==> src/cpit_cfg.svh <==
`ifndef CPIT_CFG_SVH
`define CPIT_CFG_SVH

// ----------------------------------------------------------------
// Byte lengths and clock-cycle costs
// ----------------------------------------------------------------
`define CPIT_LEN1 2'h1
`define CPIT_LEN2 2'h2
`define CPIT_LEN3 2'h3
`define CPIT_CYC1 4'h1
`define CPIT_CYC2 4'h2
`define CPIT_CYC3 4'h3
`define CPIT_CYC4 4'h4
`define CPIT_CYC8 4'h8

// ----------------------------------------------------------------
// Opcode field positions and low-nibble operand codes
// ----------------------------------------------------------------
`define CPIT_REG_BIT  3
`define CPIT_IND_TAG  3'h3
`define CPIT_LO_IMM   4'h4
`define CPIT_LO_DIR   4'h5
`define CPIT_LO_DSTA  4'h2
`define CPIT_LO_DSTI  4'h3
`define CPIT_LO_ROT   4'h3

// ----------------------------------------------------------------
// High-nibble opcode groups
// ----------------------------------------------------------------
`define CPIT_HI_INC   4'h0
`define CPIT_HI_DEC   4'h1
`define CPIT_HI_ADD   4'h2
`define CPIT_HI_SUM_WITH_CARRY  4'h3
`define CPIT_HI_ORL   4'h4
`define CPIT_HI_ANL   4'h5
`define CPIT_HI_XRL   4'h6
`define CPIT_HI_MOVI  4'h7
`define CPIT_HI_MOVD  4'h8
`define CPIT_HI_DIFFERENCE_WITH_BORROW  4'h9
`define CPIT_HI_MOVR  4'ha
`define CPIT_HI_CJNE  4'hb
`define CPIT_HI_DJNZ  4'hd
`define CPIT_HI_TOA   4'he
`define CPIT_HI_FROMA 4'hf
`define CPIT_HI_DIV   4'h8
`define CPIT_HI_MUL   4'ha
`define CPIT_HI_SWAP  4'hc
`define CPIT_HI_DA    4'hd
`define CPIT_HI_ZERO  4'he
`define CPIT_HI_INV   4'hf
`define CPIT_HI_RR    4'h0
`define CPIT_HI_RRC   4'h1
`define CPIT_HI_RL    4'h2
`define CPIT_HI_RLC   4'h3

// ----------------------------------------------------------------
// Whole opcodes, plus flash-move low-nibble codes
// ----------------------------------------------------------------
`define CPIT_OP_INC_DATA_POINTER_REG 8'ha3
`define CPIT_OP_NOP      8'h00
`define CPIT_OP_NOP_ALT  8'ha5
`define CPIT_OP_MOV_DD   8'h85
`define CPIT_OP_JBC      8'h10
`define CPIT_OP_JB       8'h20
`define CPIT_OP_JNB      8'h30
`define CPIT_OP_JC       8'h40
`define CPIT_OP_JNC      8'h50
`define CPIT_OP_JZ       8'h60
`define CPIT_OP_JNZ      8'h70
`define CPIT_OP_CJNE_IMM 8'hb4
`define CPIT_OP_CJNE_DIR 8'hb5
`define CPIT_OP_DJNZ_DIR 8'hd5
`define CPIT_LO_FL_DATA_POINTER_REG  4'h0
`define CPIT_FL_RI_TAG   3'h1

`endif

==> src/cpit_pkg.sv <==
package cpit_pkg;

  typedef enum logic [3:0] {
    cls_none, cls_arith, cls_logic, cls_acc, cls_muldiv, cls_incdec,
    cls_move, cls_flash, cls_branch, cls_nop
  } cpit_class_type;

  typedef enum logic [2:0] {
    am_implied, am_reg, am_ind, am_dir, am_imm, am_data_pointer_reg
  } cpit_mode_type;

  typedef enum logic [1:0] {
    st_ready, st_busy, st_extra
  } cpit_state_type;

  typedef struct packed {
    logic cy;
    logic ac;
    logic ov;
  } cpit_flag_type;

  typedef struct packed {
    logic           known;
    logic [1:0]     len;
    logic [3:0]     cyc;
    cpit_class_type cls;
    cpit_mode_type  src;
    cpit_mode_type  dst;
    cpit_flag_type  flags;
    logic           cond;
  } cpit_dec_type;

  typedef struct packed {
    logic rd;
    logic wr;
    logic via_data_pointer_reg;
  } cpit_flash_type;

endpackage

==> src/cpit_decode.sv <==
`timescale 1ns/1ps
`include "cpit_cfg.svh"

module cpit_decode
  import cpit_pkg::*;
(
  input  wire logic [7:0] opcode,  // Opcode byte
  output cpit_dec_type    dec      // Arithmetic, logic, accumulator and increment/decrement decode
);

  logic [3:0]    hi;
  logic [3:0]    lo;
  cpit_mode_type src_m;
  logic          alu_hi;
  logic          arith_hi;

  assign hi       = opcode[7:4];
  assign lo       = opcode[3:0];
  assign arith_hi = (hi == `CPIT_HI_ADD) || (hi == `CPIT_HI_SUM_WITH_CARRY) || (hi == `CPIT_HI_DIFFERENCE_WITH_BORROW);
  assign alu_hi   = arith_hi || (hi == `CPIT_HI_ANL) || (hi == `CPIT_HI_ORL)
                    || (hi == `CPIT_HI_XRL);

  // ----------------------------------------------------------------
  // Source operand mode from the low nibble
  // ----------------------------------------------------------------
  always_comb begin
    if (lo[`CPIT_REG_BIT]) begin
      src_m = am_reg;
    end else if (lo[3:1] == `CPIT_IND_TAG) begin
      src_m = am_ind;
    end else if (lo == `CPIT_LO_DIR) begin
      src_m = am_dir;
    end else if (lo == `CPIT_LO_IMM) begin
      src_m = am_imm;
    end else begin
      src_m = am_implied;
    end
  end

  // ----------------------------------------------------------------
  // Timing table
  // ----------------------------------------------------------------
  always_comb begin
    dec       = '0;
    dec.len   = `CPIT_LEN1;
    dec.cyc   = `CPIT_CYC1;
    dec.cls   = cls_none;
    dec.src   = am_implied;
    dec.dst   = am_implied;
    if (alu_hi && (src_m != am_implied)) begin
      dec.known = 1'b1;
      dec.cls   = arith_hi ? cls_arith : cls_logic;
      dec.src   = src_m;
      dec.flags = arith_hi ? 3'b111 : 3'b000;
      unique case (src_m)
        am_reg:  begin
          dec.len = `CPIT_LEN1;
          dec.cyc = `CPIT_CYC1;
        end
        am_ind:  begin
          dec.len = `CPIT_LEN1;
          dec.cyc = `CPIT_CYC2;
        end
        default: begin
          dec.len = `CPIT_LEN2;
          dec.cyc = `CPIT_CYC2;
        end
      endcase
    end else if (alu_hi && !arith_hi && (lo == `CPIT_LO_DSTA)) begin
      dec.known = 1'b1;
      dec.cls   = cls_logic;
      dec.dst   = am_dir;
      dec.len   = `CPIT_LEN2;
      dec.cyc   = `CPIT_CYC2;
    end else if (alu_hi && !arith_hi && (lo == `CPIT_LO_DSTI)) begin
      dec.known = 1'b1;
      dec.cls   = cls_logic;
      dec.src   = am_imm;
      dec.dst   = am_dir;
      dec.len   = `CPIT_LEN3;
      dec.cyc   = `CPIT_CYC3;
    end else if (lo == `CPIT_LO_IMM) begin
      dec.known = 1'b1;
      dec.cls   = cls_acc;
      unique case (hi)
        `CPIT_HI_MUL:  begin
          dec.cls   = cls_muldiv;
          dec.cyc   = `CPIT_CYC4;
          dec.flags = 3'b101;
        end
        `CPIT_HI_DIV:  begin
          dec.cls   = cls_muldiv;
          dec.cyc   = `CPIT_CYC8;
          dec.flags = 3'b101;
        end
        `CPIT_HI_DA:   dec.flags = 3'b100;
        `CPIT_HI_INC, `CPIT_HI_DEC: dec.cls = cls_incdec;
        `CPIT_HI_ZERO, `CPIT_HI_INV, `CPIT_HI_SWAP: dec.cyc = `CPIT_CYC1;
        default:       dec.known = 1'b0;
      endcase
    end else if ((lo == `CPIT_LO_ROT) && (hi <= `CPIT_HI_RLC)) begin
      dec.known = 1'b1;
      dec.cls   = cls_acc;
      dec.flags = {(hi == `CPIT_HI_RRC) || (hi == `CPIT_HI_RLC), 2'b00};
    end else if (opcode == `CPIT_OP_INC_DATA_POINTER_REG) begin
      dec.known = 1'b1;
      dec.cls   = cls_incdec;
      dec.dst   = am_data_pointer_reg;
    end else if (((hi == `CPIT_HI_INC) || (hi == `CPIT_HI_DEC))
                 && (src_m != am_implied) && (src_m != am_imm)) begin
      dec.known = 1'b1;
      dec.cls   = cls_incdec;
      dec.dst   = src_m;
      dec.len   = (src_m == am_dir) ? `CPIT_LEN2 : `CPIT_LEN1;
      dec.cyc   = (src_m == am_reg) ? `CPIT_CYC1 : `CPIT_CYC2;
    end
  end

endmodule

==> src/cpit_core.sv <==
// How it works
// - Opcodes, addressing modes and flag effects follow the standard instruction set.
// - Sequencing counts plain clock cycles; there are no machine cycles.
// - Most instructions take one clock per program byte.
// - Conditional branches take one clock less when not taken.
// - External-data moves reach on-chip flash; no external memory bus exists.
// - Add, add-carry, subtract-borrow from a register: one byte, one clock.
// - Same operations from indirect RAM: one byte, two clocks.
// - Same operations from direct or immediate: two bytes, two clocks.
// - AND, OR, XOR into accumulator: 1/1 reg, 1/2 indirect, 2/2 direct or immediate.
// - AND, OR, XOR into direct byte: 2/2 from accumulator, 3/3 immediate.
// - Clear, invert, rotates and nibble swap of accumulator: one byte, one clock.
// - Copy into accumulator: 1/1 reg, 1/2 indirect, 2/2 direct or immediate.
// - Copy into register: 1/1 from accumulator, 2/2 direct or immediate.
// - Copy into direct: 2/2 from acc, reg, indirect; 3/3 direct or immediate.
// - Copy into indirect RAM: 1/2 from accumulator, 2/2 direct or immediate.
`timescale 1ns/1ps
`include "cpit_cfg.svh"

module cpit_core
  import cpit_pkg::*;
(
  input  wire logic       sys_clk,        // System clock
  input  wire logic       reset,          // Synchronous reset, active high
  input  wire logic       code_valid,     // Program byte offered by fetch
  input  wire logic [7:0] code_byte,      // Program byte
  output logic            code_ready,     // Program byte taken this cycle
  input  wire logic       branch_cond,    // Branch condition from execute
  output logic [7:0]      insn_opcode_q,  // Opcode of current instruction
  output logic [15:0]     insn_operand_q, // Operand bytes, first in low byte
  output cpit_dec_type    insn_info_q,    // Decoded length, timing and class
  output logic            insn_done_q,    // Instruction retired
  output logic            branch_taken_q, // Retired branch was taken
  output cpit_flash_type  flash_q         // Program store access request
);

  // ----------------------------------------------------------------
  // Decode
  // ----------------------------------------------------------------
  cpit_dec_type dec_alu;
  cpit_dec_type dec_all;
  logic [3:0]   hi;
  logic [3:0]   lo;
  logic         lo_ind;

  assign hi     = code_byte[7:4];
  assign lo     = code_byte[3:0];
  assign lo_ind = (lo[3:1] == `CPIT_IND_TAG);

  cpit_decode u_decode (
    .opcode (code_byte),
    .dec    (dec_alu)
  );

  always_comb begin
    dec_all = dec_alu;
    if (!dec_alu.known) begin
      dec_all.known = 1'b1;
      dec_all.cls   = cls_move;
      dec_all.len   = `CPIT_LEN2;
      dec_all.cyc   = `CPIT_CYC2;
      if ((hi == `CPIT_HI_TOA) && (lo[`CPIT_REG_BIT] || lo_ind || (lo == `CPIT_LO_DIR))) begin
        dec_all.src = lo[`CPIT_REG_BIT] ? am_reg : (lo_ind ? am_ind : am_dir);
        dec_all.len = (lo == `CPIT_LO_DIR) ? `CPIT_LEN2 : `CPIT_LEN1;
        dec_all.cyc = lo[`CPIT_REG_BIT] ? `CPIT_CYC1 : `CPIT_CYC2;
      end else if ((hi == `CPIT_HI_MOVI) && (lo == `CPIT_LO_IMM)) begin
        dec_all.src = am_imm;
      end else if ((hi == `CPIT_HI_FROMA) && lo[`CPIT_REG_BIT]) begin
        dec_all.dst = am_reg;
        dec_all.len = `CPIT_LEN1;
        dec_all.cyc = `CPIT_CYC1;
      end else if (((hi == `CPIT_HI_MOVR) || (hi == `CPIT_HI_MOVI)) && lo[`CPIT_REG_BIT]) begin
        dec_all.src = (hi == `CPIT_HI_MOVI) ? am_imm : am_dir;
        dec_all.dst = am_reg;
      end else if ((hi == `CPIT_HI_FROMA) && (lo == `CPIT_LO_DIR)) begin
        dec_all.dst = am_dir;
      end else if ((hi == `CPIT_HI_MOVD) && (lo[`CPIT_REG_BIT] || lo_ind)) begin
        dec_all.src = lo[`CPIT_REG_BIT] ? am_reg : am_ind;
        dec_all.dst = am_dir;
      end else if ((code_byte == `CPIT_OP_MOV_DD)
                   || ((hi == `CPIT_HI_MOVI) && (lo == `CPIT_LO_DIR))) begin
        dec_all.src = (hi == `CPIT_HI_MOVI) ? am_imm : am_dir;
        dec_all.dst = am_dir;
        dec_all.len = `CPIT_LEN3;
        dec_all.cyc = `CPIT_CYC3;
      end else if ((hi == `CPIT_HI_FROMA) && lo_ind) begin
        dec_all.dst = am_ind;
        dec_all.len = `CPIT_LEN1;
      end else if (((hi == `CPIT_HI_MOVR) || (hi == `CPIT_HI_MOVI)) && lo_ind) begin
        dec_all.src = (hi == `CPIT_HI_MOVI) ? am_imm : am_dir;
        dec_all.dst = am_ind;
      end else if (((hi == `CPIT_HI_TOA) || (hi == `CPIT_HI_FROMA))
                   && ((lo == `CPIT_LO_FL_DATA_POINTER_REG) || (lo[3:1] == `CPIT_FL_RI_TAG))) begin
        dec_all.cls = cls_flash;
        dec_all.src = (lo == `CPIT_LO_FL_DATA_POINTER_REG) ? am_data_pointer_reg : am_ind;
        dec_all.len = `CPIT_LEN1;
        dec_all.cyc = `CPIT_CYC3;
      end else if ((code_byte == `CPIT_OP_JC) || (code_byte == `CPIT_OP_JNC)
                   || (code_byte == `CPIT_OP_JZ) || (code_byte == `CPIT_OP_JNZ)
                   || ((hi == `CPIT_HI_DJNZ) && lo[`CPIT_REG_BIT])) begin
        dec_all.cls  = cls_branch;
        dec_all.cond = 1'b1;
      end else if ((code_byte == `CPIT_OP_JBC) || (code_byte == `CPIT_OP_JB)
                   || (code_byte == `CPIT_OP_JNB) || (code_byte == `CPIT_OP_CJNE_IMM)
                   || (code_byte == `CPIT_OP_CJNE_DIR) || (code_byte == `CPIT_OP_DJNZ_DIR)
                   || (hi == `CPIT_HI_CJNE && lo[`CPIT_REG_BIT])) begin
        dec_all.cls   = cls_branch;
        dec_all.cond  = 1'b1;
        dec_all.len   = `CPIT_LEN3;
        dec_all.cyc   = `CPIT_CYC3;
        dec_all.flags = {(hi == `CPIT_HI_CJNE), 2'b00};
      end else if ((hi == `CPIT_HI_CJNE) && lo_ind) begin
        dec_all.cls   = cls_branch;
        dec_all.cond  = 1'b1;
        dec_all.len   = `CPIT_LEN3;
        dec_all.cyc   = `CPIT_CYC4;
        dec_all.flags = 3'b100;
      end else if ((code_byte == `CPIT_OP_NOP) || (code_byte == `CPIT_OP_NOP_ALT)) begin
        dec_all.cls = cls_nop;
        dec_all.len = `CPIT_LEN1;
        dec_all.cyc = `CPIT_CYC1;
      end else begin
        // Left to the control-transfer unit; retired as a single byte here
        dec_all.known = 1'b0;
        dec_all.cls   = cls_none;
        dec_all.len   = `CPIT_LEN1;
        dec_all.cyc   = `CPIT_CYC1;
      end
    end
  end

  // ----------------------------------------------------------------
  // Cycle sequencer
  // ----------------------------------------------------------------
  cpit_state_type state_q;
  cpit_state_type state_d;
  logic [3:0]     cnt_q;
  logic [3:0]     cnt_d;
  logic [1:0]     bytes_q;
  logic [1:0]     bytes_d;
  logic           got1_q;
  logic           got1_d;
  logic [7:0]     opcode_d;
  logic [15:0]    operand_d;
  cpit_dec_type   info_d;
  logic           done_d;
  logic           taken_d;
  cpit_flash_type flash_d;
  logic           stall;

  // Operand bytes must arrive one per clock; a missing byte freezes the count
  assign stall = (state_q == st_busy) && (bytes_q != 2'h0) && !code_valid;

  always_comb begin
    code_ready = 1'b0;
    state_d    = state_q;
    cnt_d      = cnt_q;
    bytes_d    = bytes_q;
    got1_d     = got1_q;
    opcode_d   = insn_opcode_q;
    operand_d  = insn_operand_q;
    info_d     = insn_info_q;
    done_d     = 1'b0;
    taken_d    = 1'b0;
    flash_d    = '0;
    unique case (state_q)
      st_ready: begin
        code_ready = 1'b1;
        if (code_valid) begin
          opcode_d  = code_byte;
          operand_d = '0;
          info_d    = dec_all;
          got1_d    = 1'b0;
          cnt_d     = dec_all.cyc - `CPIT_CYC1;
          bytes_d   = dec_all.len - `CPIT_LEN1;
          // Program store is the only data space these moves can reach
          flash_d.rd       = (dec_all.cls == cls_flash) && (hi == `CPIT_HI_TOA);
          flash_d.wr       = (dec_all.cls == cls_flash) && (hi == `CPIT_HI_FROMA);
          flash_d.via_data_pointer_reg = (dec_all.cls == cls_flash) && (dec_all.src == am_data_pointer_reg);
          if (dec_all.cyc == `CPIT_CYC1) begin
            done_d = 1'b1;
          end else begin
            state_d = st_busy;
          end
        end
      end
      st_busy: begin
        code_ready = (bytes_q != 2'h0);
        if (!stall) begin
          if (bytes_q != 2'h0) begin
            bytes_d = bytes_q - `CPIT_LEN1;
            got1_d  = 1'b1;
            if (got1_q) begin
              operand_d[15:8] = code_byte;
            end else begin
              operand_d[7:0] = code_byte;
            end
          end
          cnt_d = cnt_q - `CPIT_CYC1;
          if (cnt_q == `CPIT_CYC1) begin
            // Condition is read in the last not-taken clock; taken costs one more
            if (insn_info_q.cond && branch_cond) begin
              state_d = st_extra;
            end else begin
              state_d = st_ready;
              done_d  = 1'b1;
            end
          end
        end
      end
      st_extra: begin
        state_d = st_ready;
        done_d  = 1'b1;
        taken_d = 1'b1;
      end
    endcase
  end

  always_ff @(posedge sys_clk) begin
    if (reset) begin
      state_q        <= st_ready;
      cnt_q          <= '0;
      bytes_q        <= '0;
      got1_q         <= 1'b0;
      insn_opcode_q  <= '0;
      insn_operand_q <= '0;
      insn_info_q    <= '0;
      insn_done_q    <= 1'b0;
      branch_taken_q <= 1'b0;
      flash_q        <= '0;
    end else begin
      state_q        <= state_d;
      cnt_q          <= cnt_d;
      bytes_q        <= bytes_d;
      got1_q         <= got1_d;
      insn_opcode_q  <= opcode_d;
      insn_operand_q <= operand_d;
      insn_info_q    <= info_d;
      insn_done_q    <= done_d;
      branch_taken_q <= taken_d;
      flash_q        <= flash_d;
    end
  end

endmodule

==> config.mk <==
export PLATFORM = sky130hd
export DESIGN_NAME = cpit_core
export DESIGN_NICKNAME = d
export VERILOG_FILES = /design/src/cpit_pkg.sv /design/src/cpit_decode.sv /design/src/cpit_core.sv
export VERILOG_INCLUDE_DIRS = /design/src
export SDC_FILE = /design/constraint.sdc
export NUM_CORES = 1
export LEC_CHECK = 0
export BUFFER_PORTS_ARGS = -buffer_cell sky130_fd_sc_hd__buf_2
export CAP_MARGIN = 40
export CORE_MARGIN = 10
export CORE_UTILIZATION = 50
export CTS_CLUSTER_DIAMETER = 200
export CTS_CLUSTER_SIZE = 16
export DETAILED_ROUTE_END_ITERATION = 8
export PLACE_DENSITY = 0.7
export SETUP_SLACK_MARGIN = 0.3
export SYNTH_ARGS = -nofsm -noshare
export SYNTH_HDL_FRONTEND = slang
export SYNTH_HIERARCHICAL = 1
export SYNTH_SLANG_ARGS = --single-unit
==> constraint.sdc <==
create_clock -name sys_clk -period 8.85 [get_ports sys_clk]
set_input_delay 0.4425 -clock sys_clk [delete_from_list [all_inputs] [get_ports sys_clk]]
set_output_delay 0.4425 -clock sys_clk [all_outputs]
set_load 0.005 [all_outputs]
== After elaboration in Yosys (flattened, before gate mapping) ==
Cells that the tools add are included.
Storage, ports and cells
  flip-flop bits (word level): 59
  bits of input ports: 12
  word-level logic and storage cells: 308
Cells by class
  $add $sub $neg: 4
  $lt $le $gt $ge: 1
  equality and inequality tests: 51
  mux-type cells: 159
  bitwise operators: 2
  reduce and logical (&&, ||, !) cells: 69
Operators with widths (count)
  $mux 11: 25
  $mux 14: 7
  $mux 3: 30
  $mux 6: 14
  $mux 4: 18
  $eq 8x8->1 const B: 6
  $mux 16: 3
  $mux 2: 17
  $eq 4x4->1 const B: 8
  $eq 8x7->1 const B: 4
  $pmux 16 s2: 1
  $mux 10: 3
  $eq 4x3->1 const B: 7
  $mux 7: 4
  $logic_and 1x1->1: 26
  $logic_or 1x1->1: 24
  $mux 8: 3
  $mux 1: 23
  $mux 21: 1
  $eq 4x2->1 const B: 4
  $eq 8x6->1 const B: 2
  $pmux 4 s2: 2
  $eq 4x1->1 const B: 3
  $pmux 3 s2: 2
  31 further kinds: 49

== Depth between registers and ports, before layout ==
  depth after elaboration: 52
  gate-level depth with buffers: 17
  mapped depth without buffers: 15

== Cells and area by module ==
Netlist, hierarchy kept.
By module, submodules not included
  cpit_core: instances 1, cells each 440, area an instance 3347.0 um2, sequential area each 1181.1 um2
  cpit_decode: instances 1, cells each 76, area an instance 457.9 um2, sequential area each 0.0 um2

== Worst setup path after synthesis ==
OpenSTA, ideal clock, no wires.
  path kind: input -> register
  start point: input code_byte[1]
  end point: register state_q[1]
  arrival time: 3.366 ns
  slack: 5.414 ns
  stages: 17
  buffers on the path: 2
  cell sequence: buf_6 -> or4b_1 -> buf_2 -> o21ai_0 -> a31oi_1 -> o21ai_0 -> a21o_1 -> nor2_1 -> and4_4 -> a211oi_1 -> inv_1 -> ha_1 -> nand2_1 -> o21ai_1 -> o2bb2ai_1 -> or3_1 -> a21oi_1
RTL lines
  from (decl): line cpit_core.sv:26  | input wire logic [7:0] code_byte,
  to (signal assigned): line cpit_core.sv:221  | state_q <= st_ready;
  to (signal assigned): line cpit_core.sv:232  | state_q <= state_d;
  to (decl): line cpit_core.sv:135  | cpit_state_type state_q;

==> results summary <==
STA classifies the critical path endpoint as a flip-flop. The sequential element share of the synthesized area came out at 31.0%. The total negative slack for setup checks came out at 0 ns. The reg-to-reg startpoint is state_q[0].

The gate count after technology mapping is 516. The total congestion overflow after global routing is 0. The clock period minus final worst setup slack is 3.92 ns. For flop-to-flop paths, the worst setup slack is 6.31 ns. The total of buffers placed on input and output ports came out at 62. The height of the chip came out at 107 um. The mean routed wirelength per cell is 18.0 um.

The number of I/O pins is 63. The clock tree synthesis step divided the H-tree into 3 levels. The clock root buffer master is sky130_fd_sc_hd__clkbuf_8. The initial DRC count came out at 450. Yosys mapped the design onto 76 distinct sky130hd cell types. The highest fanout seen on the critical path came out at 30. The kind of start point of the critical path is a primary input. The core region is 7330 um2. The number of global-route vias before repair came out at 3704. The average instance in the mapped netlist occupies 7.37 um2. Leaving out fill and tap cells, the most frequent cell in the layout is sky130_fd_sc_hd__nand2_1. The post-CTS resize count came out at 0. The initial antenna violation count came out at 0. The setup clock skew after layout is 0.00889 ns.

The post-detailed-route count of antenna-violating nets is 0. The largest net degree at the start of global routing came out at 60. The post-detailed-route DRC marker count came out at 0.

TritonCTS built the clock tree. The number of rows created at floorplan came out at 31. The total routed wirelength came out at 11900 um. The most instantiated flip-flop cell in the synthesis netlist is sky130_fd_sc_hd__dfxtp_1. At the placement stage, the worst setup path has a slack of 4.65 ns. The number of cells on the worst reg-to-reg path came out at 7. The last weighted congestion value of the routability-driven placer came out at 0.935. The global-route wire length before repair is 19200 um. The terminus of the critical flop-to-flop path is insn_operand_q[10]. The share of synthesized area in the top cell type comes to 31.0%. The number of warnings printed during yosys synthesis is 6. The quantity of hold-fixing buffers added after cts is 0. The share of post-route cells with drive strength above 1 is 18.1%. The kind of path behind the tightest hold check is reg -> reg.

The maximum ir drop on the vdd rail is 0.121 mV. The relative slew slack is 47.0%. The number of nets in the layout is 572. The required time of the critical path came out at 9.13 ns. The CTS buffer count came out at 9. After detailed routing, the number of vias per cell comes to 6.11. Synthesis inferred 59 register bits.

The netlist area before placement came out at 3800 um2. The number of buffers on the longest clock path is 2. Setup repair after global routing left no endpoint under its margin. By area the synthesized netlist is led by sky130_fd_sc_hd__dfxtp_1, sky130_fd_sc_hd__a21oi_1, sky130_fd_sc_hd__nand2_1.

The transition time at the pin with the least slew margin is 0.795 ns. The leakage power summed over all cells came out at 1.77 nW. After clock tree synthesis, the setup repair step added 0 buffers. Global routing consumed, over all layers together, 20.3% of the routing resources. The total count of max-transition violations in the final report came to 0. The TritonCTS sink count came out at 59. The worst path arrival time is 4.20 ns.

The number of synthesized flops with an enable pin came out at 0. After synthesis, the share of flip-flops with an asynchronous set or reset is 0%. Of all cell types, the one taking the most synthesized area is sky130_fd_sc_hd__dfxtp_1.

The worst path uses 44.3% of the clock period. The HPWL reported at the end of detailed placement is 8550 um. The startpoint identified for the worst hold timing path is insn_opcode_q[5]. The critical path is of the in -> reg type. The power density of the placed cells is 215 nW/um2. The worst hold path terminates at insn_opcode_q[5].

The flow ran to the end, and the final reports show no timing, DRC or antenna violations. Along the worst hold path, the cell count comes to 2. The effective utilization at floorplan came out at 51.9%. The post-layout worst setup margin is 4.93 ns.

The die area came out at 11500 um2. The later-pin clock latency in the skew report came out at 0.35 ns. The number of max-cap violations came out at 0. The clock-pin slew of the registers on the worst-case setup and hold paths is 0.08 ns. The horizontal die dimension came out at 107 um.

The vias after detailed routing came out at 4012. The maximum achievable frequency is 0.255 GHz. The area growth from synthesis to layout is 13.4%. The hold violation total from the final report came out at 0. The first-pass iteration count of the detailed router is 6.

The worst hold margin came out at 0.455 ns. The library cells used most frequently in the layout, excluding fill and tap cells, are sky130_fd_sc_hd__nand2_1, sky130_fd_sc_hd__buf_2, sky130_fd_sc_hd__a21oi_1, sky130_fd_sc_hd__dfxtp_1, sky130_fd_sc_hd__nor2_1. The number of failing setup endpoints in the final timing report is 0. The antenna cell count came out at 0.
## worst max path at each step
stage / from / end / slack, ns / depth (start not counted)
2_1_floorplan: code_byte[1] / state_q[1] / 5.41 / 17
3_3_place_gp: code_byte[3] / state_q[1] / 4.82 / 17
3_5_place_dp: code_byte[3] / state_q[1] / 4.65 / 17
4_1_cts: code_byte[3] / state_q[1] / 5.02 / 17
5_1_grt: code_byte[3] / state_q[1] / 4.64 / 17
6_report: code_byte[3] / state_q[1] / 4.93 / 17
## registers in the layout (all words and copies together) (netlist names)
register,cells
branch_taken_q,1
bytes_q,2
cnt_q,4
flash_q,3
got1_q,1
insn_done_q,1
insn_info_q,21
insn_opcode_q,8
insn_operand_q,16
state_q,2
## power by group
group | switching (mW) | total [mW] | internal (mW) | leakage [nW]
clock network | 0.121 | 0.281 | 0.160 | 0.114
registers | 0.0233 | 0.325 | 0.302 | 0.482
logic | 0.206 | 0.322 | 0.116 | 1.17
total | 0.350 | 0.929 | 0.579 | 1.77
## cell type report
class | count | area [um2]
Timing Repair Buffer | 69 | 363
Multi-Input combinational cell | 397 | 2360
Tap cell | 99 | 124
Clock buffer | 9 | 124
Clock inverter | 7 | 100
Fill cell | 693 | 3020
Sequential cell | 59 | 1180
Inverter | 17 | 63.8
## through the flow
| stage | power (mW) | cell area [um2] | std cells | utilization [%] |
|---|---|---|---|---|
| after floorplan | 0.555 | 3810 | 517 | - |
| after global placement | 0.644 | 4090 | 641 | 55.8 |
| after detailed placement | 0.651 | 4090 | 641 | 55.8 |
| after CTS | 0.932 | 4320 | 657 | 58.9 |
| after global routing | 0.992 | 4320 | 657 | 58.9 |
| final | 0.929 | 4320 | 657 | 58.9 |
## critical path, cell delays in order
cell and delay (ns):
sky130_fd_sc_hd__buf_2 0.26, sky130_fd_sc_hd__or4b_1 0.71, sky130_fd_sc_hd__o21ai_0 0.17, sky130_fd_sc_hd__a31oi_1 0.09, sky130_fd_sc_hd__o21ai_1 0.16, sky130_fd_sc_hd__buf_4 0.26, sky130_fd_sc_hd__a21o_1 0.24, sky130_fd_sc_hd__nor2_1 0.12
sky130_fd_sc_hd__and4_4 0.20, sky130_fd_sc_hd__a211oi_1 0.45, sky130_fd_sc_hd__inv_1 0.09, sky130_fd_sc_hd__ha_1 0.19, sky130_fd_sc_hd__nand2_1 0.07, sky130_fd_sc_hd__o21ai_1 0.06, sky130_fd_sc_hd__o2bb2ai_1 0.18, sky130_fd_sc_hd__or3_1 0.34
sky130_fd_sc_hd__a21oi_1 0.16
## logic make-up (layout without fill, tap and decap cells)
family	Yosys count	after routing	share of synthesized area, %
compound gates	154	154	26.8
mux	1	1	0.263
buf+inv	61	102	7.04
xor+xnor	1	1	0.230
fa+ha+maj	7	7	2.30
simple gates	232	232	32.2
other cells	1	2	0.0986
flops	59	59	31.0
## cells in the mapped netlist (5+ instances only)
library cell / instances
sky130_fd_sc_hd__a211oi_1: 12
sky130_fd_sc_hd__a21o_1: 5
sky130_fd_sc_hd__a21oi_1: 59
sky130_fd_sc_hd__and3_1: 5
sky130_fd_sc_hd__buf_1: 8
sky130_fd_sc_hd__buf_2: 16
sky130_fd_sc_hd__clkbuf_1: 16
sky130_fd_sc_hd__dfxtp_1: 59
sky130_fd_sc_hd__ha_1: 7
sky130_fd_sc_hd__inv_1: 17
sky130_fd_sc_hd__nand2_1: 68
sky130_fd_sc_hd__nand2b_1: 7
sky130_fd_sc_hd__nand3_1: 26
sky130_fd_sc_hd__nand4b_1: 6
sky130_fd_sc_hd__nor2_1: 51
sky130_fd_sc_hd__nor3_1: 13
sky130_fd_sc_hd__o211ai_1: 6
sky130_fd_sc_hd__o21ai_0: 15
sky130_fd_sc_hd__or2_2: 5
sky130_fd_sc_hd__or3_1: 8
## per-layer routing
metal | track usage, % | part of all wire (%) | vias to the layer above
met1 | 27.2 | 45 | 1883
met2 | 30.9 | 45 | 176
met4 | 5.80 | 1.9 | 0
li1 | - | - | 1934
met5 | 0 | 0 | -
met3 | 5.57 | 8.0 | 19
Power figures use the tool's default switching activity.
